$ cat config.mk
export PLATFORM = sky130hd
export DESIGN_NAME = nsl_led_drv
export DESIGN_NICKNAME = d
export VERILOG_FILES = /design/src/verilog/nsl_pkg.sv /design/src/verilog/nsl_blink.sv /design/src/verilog/nsl_led_drv.sv
export SDC_FILE = /design/constraint.sdc
export NUM_CORES = 1
export LEC_CHECK = 0
export ABC_AREA = 1
export BUFFER_PORTS_ARGS = -buffer_cell sky130_fd_sc_hd__clkbuf_2
export CAP_MARGIN = 20
export CORE_UTILIZATION = 40
export CTS_CLUSTER_DIAMETER = 150
export DETAILED_ROUTE_END_ITERATION = 10
export HOLD_SLACK_MARGIN = 0.15
export PLACE_DENSITY = 0.6
export SYNTH_ARGS = -nofsm -noshare
export SYNTH_HDL_FRONTEND = slang
export SYNTH_SLANG_ARGS = --single-unit
$ cat constraint.sdc
create_clock -name clk -period 1.9 [get_ports clk]
set_input_delay 0.285 -clock clk [delete_from_list [all_inputs] [get_ports clk]]
set_output_delay 0.285 -clock clk [all_outputs]
set_load 0.05 [all_outputs]
$ cat src/verilog/nsl_pkg.sv
// Package for the network status indicator driver
package nsl_pkg;

	// ----------------------------------------------------------------
	// Timing
	// ----------------------------------------------------------------
	localparam int unsigned CLK_HZ        = 125_000_000;
	localparam int unsigned ACT_BLINK_HZ  = 10;
	localparam int unsigned COL_BLINK_HZ  = 20;
	// Half period in clock cycles, rounded down
	localparam int unsigned ACT_HALF_CYC  = CLK_HZ / (2 * ACT_BLINK_HZ);
	localparam int unsigned COL_HALF_CYC  = CLK_HZ / (2 * COL_BLINK_HZ);
	localparam int unsigned DIV_W         = 24;

	// ----------------------------------------------------------------
	// Register map
	// ----------------------------------------------------------------
	localparam logic [11:0] CTRL_OFF      = 12'h000;
	localparam logic [11:0] STAT_OFF      = 12'h004;
	localparam int unsigned CTRL_MODE_BIT = 0;
	localparam logic        CTRL_MODE_RST = 1'b0;
	localparam int unsigned STAT_LINK_BIT = 0;
	localparam int unsigned STAT_SPD_BIT  = 1;
	localparam int unsigned STAT_FDX_BIT  = 2;
	localparam int unsigned STAT_COL_BIT  = 3;
	localparam int unsigned STAT_ACT_BIT  = 4;
	localparam int unsigned STAT_LA_BIT   = 5;
	localparam int unsigned STAT_SI_BIT   = 6;
	localparam int unsigned STAT_DC_BIT   = 7;

	// ----------------------------------------------------------------
	// Types
	// ----------------------------------------------------------------
	typedef struct packed {
		logic link_good;
		logic speed_100;
		logic full_duplex;
		logic collision;
		logic activity;
	} nsl_phy_t;

	typedef struct packed {
		logic link_activity_indicator;
		logic speed_indicator;
		logic duplex_collision_indicator;
	} nsl_led_t;

endpackage

$ cat src/verilog/nsl_blink.sv
// Free-running square wave from a clock divider
`timescale 1ns/1ps
module nsl_blink
#(
	parameter int unsigned HALF_CYC = 2
)
(
	input  wire logic clk,
	input  wire logic rstn,
	output logic      wave
);

	logic [nsl_pkg::DIV_W-1:0] cnt_ff;
	logic                      wave_ff;

	// ----------------------------------------------------------------
	// Divider
	// ----------------------------------------------------------------
	always_ff @(posedge clk)
	begin
		if (!rstn)
		begin
			cnt_ff  <= '0;
			wave_ff <= 1'b0;
		end
		else if (cnt_ff == nsl_pkg::DIV_W'(HALF_CYC - 1))
		begin
			cnt_ff  <= '0;
			wave_ff <= ~wave_ff;
		end
		else
		begin
			cnt_ff <= cnt_ff + nsl_pkg::DIV_W'(1);
		end
	end

	assign wave = wave_ff;

endmodule

$ cat src/verilog/nsl_led_drv.sv
// Network status indicator driver with APB control
// Function
// - Mode one: link LED steady on good link
// - Both modes: link LED blinks 10 Hz on activity
// - Mode one: speed LED on at 100 Mb/s
// - Mode two: speed LED is 100 Mb/s link
// - Mode one: duplex LED steady on full duplex
// - Mode two: duplex LED is 10 Mb/s link
// - Blink timing derived from the block clock
//
// The address map and the APB interface to the registers were chosen for this implementation.
`timescale 1ns/1ps
module nsl_led_drv
(
	input  wire logic             clk,
	input  wire logic             rstn,
	input  wire logic             psel,
	input  wire logic             penable,
	input  wire logic             pwrite,
	input  wire logic [11:0]      paddr,
	input  wire logic [31:0]      pwdata,
	output logic      [31:0]      prdata,
	output logic                  pready,
	output logic                  pslverr,
	input  wire nsl_pkg::nsl_phy_t phy_status,
	output nsl_pkg::nsl_led_t     leds
);

	// ----------------------------------------------------------------
	// Input synchronisers
	// ----------------------------------------------------------------
	nsl_pkg::nsl_phy_t sync1_ff;
	nsl_pkg::nsl_phy_t sync2_ff;

	always_ff @(posedge clk)
	begin
		if (!rstn)
		begin
			sync1_ff <= '0;
			sync2_ff <= '0;
		end
		else
		begin
			sync1_ff <= phy_status;
			sync2_ff <= sync1_ff;
		end
	end

	// ----------------------------------------------------------------
	// Blink sources
	// ----------------------------------------------------------------
	logic act_wave;
	logic col_wave;

	nsl_blink #(.HALF_CYC(nsl_pkg::ACT_HALF_CYC)) u_act_blink
	(
		.clk  (clk),
		.rstn (rstn),
		.wave (act_wave)
	);

	nsl_blink #(.HALF_CYC(nsl_pkg::COL_HALF_CYC)) u_col_blink
	(
		.clk  (clk),
		.rstn (rstn),
		.wave (col_wave)
	);

	// ----------------------------------------------------------------
	// Mode register over APB
	// ----------------------------------------------------------------
	logic mode_two_ff;
	logic wr_en;
	logic ctrl_hit;
	logic stat_hit;

	assign ctrl_hit = (paddr == nsl_pkg::CTRL_OFF);
	assign stat_hit = (paddr == nsl_pkg::STAT_OFF);
	assign wr_en    = psel && penable && pwrite && ctrl_hit;
	assign pready   = 1'b1;
	assign pslverr  = psel && penable && !ctrl_hit && !stat_hit;

	always_ff @(posedge clk)
	begin
		if (!rstn)
			mode_two_ff <= nsl_pkg::CTRL_MODE_RST;
		else if (wr_en)
			mode_two_ff <= pwdata[nsl_pkg::CTRL_MODE_BIT];
	end

	// ----------------------------------------------------------------
	// Indicator decode
	// ----------------------------------------------------------------
	nsl_pkg::nsl_led_t nxt_leds;
	nsl_pkg::nsl_led_t leds_ff;

	always_comb
	begin
		nxt_leds = '0;
		if (sync2_ff.activity)
			nxt_leds.link_activity_indicator = act_wave;
		else if (!mode_two_ff)
			nxt_leds.link_activity_indicator = sync2_ff.link_good;
		if (!mode_two_ff)
		begin
			nxt_leds.speed_indicator = sync2_ff.speed_100;
			if (sync2_ff.full_duplex)
				nxt_leds.duplex_collision_indicator = 1'b1;
			else if (sync2_ff.collision)
				nxt_leds.duplex_collision_indicator = col_wave;
		end
		else
		begin
			nxt_leds.speed_indicator =
				sync2_ff.link_good && sync2_ff.speed_100;
			nxt_leds.duplex_collision_indicator =
				sync2_ff.link_good && !sync2_ff.speed_100;
		end
	end

	always_ff @(posedge clk)
	begin
		if (!rstn)
			leds_ff <= '0;
		else
			leds_ff <= nxt_leds;
	end

	assign leds = leds_ff;

	// ----------------------------------------------------------------
	// Read data
	// ----------------------------------------------------------------
	logic [31:0] prdata_ff;
	logic [31:0] nxt_prdata;

	always_comb
	begin
		nxt_prdata = '0;
		if (ctrl_hit)
			nxt_prdata[nsl_pkg::CTRL_MODE_BIT] = mode_two_ff;
		else if (stat_hit)
		begin
			nxt_prdata[nsl_pkg::STAT_LINK_BIT] = sync2_ff.link_good;
			nxt_prdata[nsl_pkg::STAT_SPD_BIT]  = sync2_ff.speed_100;
			nxt_prdata[nsl_pkg::STAT_FDX_BIT]  = sync2_ff.full_duplex;
			nxt_prdata[nsl_pkg::STAT_COL_BIT]  = sync2_ff.collision;
			nxt_prdata[nsl_pkg::STAT_ACT_BIT]  = sync2_ff.activity;
			nxt_prdata[nsl_pkg::STAT_LA_BIT]   =
				leds_ff.link_activity_indicator;
			nxt_prdata[nsl_pkg::STAT_SI_BIT]   = leds_ff.speed_indicator;
			nxt_prdata[nsl_pkg::STAT_DC_BIT]   =
				leds_ff.duplex_collision_indicator;
		end
	end

	always_ff @(posedge clk)
	begin
		if (!rstn)
			prdata_ff <= '0;
		else if (psel && !penable)
			prdata_ff <= nxt_prdata;
	end

	assign prdata = prdata_ff;
endmodule

==> reports/qor.txt <==
Worst EP required: 2.13 ns
TritonCTS buffer count: 9
Share of flip-flops with an asynchronous set or reset after synthesis: 0%
Residual DRC count: 2
Area grow syn2layout: 11.1%
Final Power: 3.08 mW
Fin nets: 635
Fin. max-slew vios: 0
Clk_skew: 0.0135 ns
R2r setup slk: 0.36 ns
Metal2 WL: 3560 um
Cts repair resizes: 0
# clock sinks: 72
Synth area leader: dfxtp_1
Tmin final: 1.54 ns
DPL Wire Length: 5490 um
# port buffers: 34
CP Capture Point: u_act_blink.cnt_ff[15]$_SDFF_PP0_
Worst Hold Class: in2reg
Routability cong.: 0.863
Worst r2r src: u_act_blink.cnt_ff[0]$_SDFF_PP0_
Area of the mapped netlist: 3680 um^2
R2R Path End: u_act_blink.cnt_ff[15]$_SDFF_PP0_
Crit Path Max Fanout: 24
Relative slew slack: 61.0%
Grt total ovfl: 0
Initial antenna violation count: 0
Cell with the most instances after synthesis: nand2_1
Path depth of the worst reg2reg path: 8
Antenna-violating nets left: 0
# setup viols final: 0
Crit path depth: 8
CP max-delay cell: dfxtp_1
Wire length on met3: 226 um
M1 WL: 3480 um
Sequential share of the synthesized area: 39.1%
Setup TNS Final: 0 ns
Boundary Pins: 91
Core ar.: 8810 um^2
Fillcell total: 907
Static Leak: 1.55 nW
YS warnings: 0
Die Y: 97.9 um
PD cells: 752 nW/um^2
Failing checks: DRC
Htree depth: 3
Largest net degree at the start of global routing: 25
Via/cell ratio: 4.51
Cell family with most CP delay: simple AND/OR/NAND/NOR gates
Unique masters post-synth: 31
Row count: 34
Mean Syn Cell Area: 6.86 um^2
Die X: 97.9 um
Actual slew at the worst max-slew pin: 0.583 ns
Area contributors post-synth: dfxtp_1 39%, nand2_1 13%, nor2_1 10%
CTS max path bufs: 2
First-pass GRT wire length: 12900 um
Total GRT Usage: 16.6%
Vias: 3119
Final Routed Wirelength: 7340 um
Critical path buffers and inverters: 1
Fin. Hold Viols: 0
Synthesis-stage register bit count: 72
Fraction of layout cells with a size suffix above 1: 14.6%
RSZ-0062 raised after global routing: false
Top_reg_cell synth: dfxtp_1
Crit path DAT: 1.77 ns
Synth top cells by count: 132 x nand2_1, 99 x nor2_1, 72 x dfxtp_1
Critical path class: reg2reg
Die Area: 9590 um^2
Peak supply drop: 0.000389 V
Tcrit/Tclk final: 80.8%
MaxCap Viol Count: 0
Cells along the critical path: ha_1 -> nand3_2 -> inv_2 -> nand2_1 -> nor2_2 -> nand2_2 -> nand2_4 -> nor2_1
F_max: 651 MHz
Wirelength per Cell: 10.6 um
Critical Path Sink Type: flop
TritonRoute pass-1 iters: 7
Number of flops mapped to enable cells by yosys: 0
Initial Util: 41.8%
DRT iter0 DRCs: 97
Clock insertion delay at the later pin of the skew report: 0.35 ns
Synth Instances: 537
Root buf cell: clkbuf_8
Startpoint types: flop
Vias in the first global route: 2958
CP Launch Point: u_act_blink.cnt_ff[0]$_SDFF_PP0_
CP peak stage delay: 0.36 ns
Antenna cells: 0
Top layer in use: met4
Outcome: finished with violations
CTS tree: built
Register clock-pin slew on the reported worst setup and hold paths: 0.08 ns
Share of the synthesized area in the top cell type: 39.1%
Post-CTS setup buffer count: 0
## where the power goes
part	internal, mW	switching, mW	leakage (nW)
combinational	0.0581	0.220	0.863
clock	0.620	0.621	0.101
sequential	1.54	0.0187	0.585
## cell type report
class / instances / area [um^2] / area share (%)
multi-input cells: 399 / 1870 / 45.6
flip-flops and latches: 72 / 1440 / 35.2
repair buffers: 41 / 235 / 5.75
inverters: 56 / 210 / 5.14
well taps: 108 / 135 / 3.30
clock buffers: 9 / 124 / 3.03
clock inverters: 7 / 77.6 / 1.90
## tightest hold or removal path: cells and delay by family
| family | cells | cell delay [ns] |
|---|---|---|
| AND/OR/NAND/NOR | 2 | 0.12 |
| buffers and inverters | 1 | 0.09 |
## flip-flops by register name (all words and copies together), names as in the netlist
name,flops
prdata,8
u_act_blink.cnt_ff,24
mode_two_ff,1
leds,3
u_act_blink.wave,1
sync2_ff,5
u_col_blink.wave,1
sync1_ff,5
u_col_blink.cnt_ff,24
## cells by family (layout without fill, tap and decap cells)
kind of cell,count (synthesis),after routing,share of synthesized area (%)
AOI/OAI and AO/OA,47,47,6.42
xor gates and xnor gates,18,18,4.28
adders and majority gates,2,2,0.679
buffers and inverters,89,113,12.5
DFF,72,72,39.1
other,2,25,0.204
and+or+nand+nor,307,307,36.8
## worst min-delay path by stage
stage / start / end / slack (ns) / cells after the start
global route: pwdata[0] / mode_two_ff$_SDFFE_PN0P_ / 0.20 / 3
global placement: sync1_ff[4]$_SDFF_PN0_ / sync2_ff[4]$_SDFF_PN0_ / 0.39 / 2
finish: pwdata[0] / mode_two_ff$_SDFFE_PN0P_ / 0.19 / 3
CTS: pwdata[0] / mode_two_ff$_SDFFE_PN0P_ / 0.16 / 3
detailed placement: sync1_ff[1]$_SDFF_PN0_ / sync2_ff[1]$_SDFF_PN0_ / 0.40 / 2
floorplan: phy_status[0] / sync1_ff[0]$_SDFF_PN0_ / 0.38 / 2
## placed cells by master (no fill, tap or decap), types with 2 or more instances in the layout
cell type,synthesis,routed
nand2_1,132,132
nor2_1,99,99
dfxtp_1,72,72
inv_1,53,53
a21oi_1,34,34
clkbuf_2,0,34
nand3_1,33,33
conb_1,2,25
xnor2_1,12,12
o21ai_0,12,12
nor2_2,10,10
clkbuf_8,0,9
nand2_2,8,8
xor2_1,6,6
dlygate4sd3_1,0,5
nand3b_1,4,4
inv_2,3,3
nand4_1,3,3
nor2_4,3,3
and2_1,3,3
inv_6,0,3
nand3_2,2,2
nand2_4,2,2
or2_0,2,2
or2_2,2,2
ha_1,2,2
buf_4,25,2
## per-layer routing
layer,GRT usage [%],vias up
met5,0,-
li1,-,1695
met2,28.7,43
met3,3.87,10
met1,20.0,1371
met4,6.18,0
## timing repair
item,4_1_cts,5_1_grt
endpoints found under the hold margin,5,0
endpoints found under the setup margin,0,0
hold buffers,5,0
## metrics by stage
stage | hold WS, ns | util (%) | std cells | cell area, um^2 | setup WS, ns
2_1_floorplan | 0.383 | - | 560 | 3770 | 0.257
3_3_place_gp | 0.395 | 43.6 | 671 | 3840 | 0.376
3_5_place_dp | 0.395 | 43.6 | 671 | 3840 | 0.351
4_1_cts | 0.160 | 46.4 | 692 | 4090 | 0.328
5_1_grt | 0.196 | 46.4 | 692 | 4090 | 0.176
6_report | 0.185 | 46.4 | 692 | 4090 | 0.364
Power figures use the tool's default switching activity.
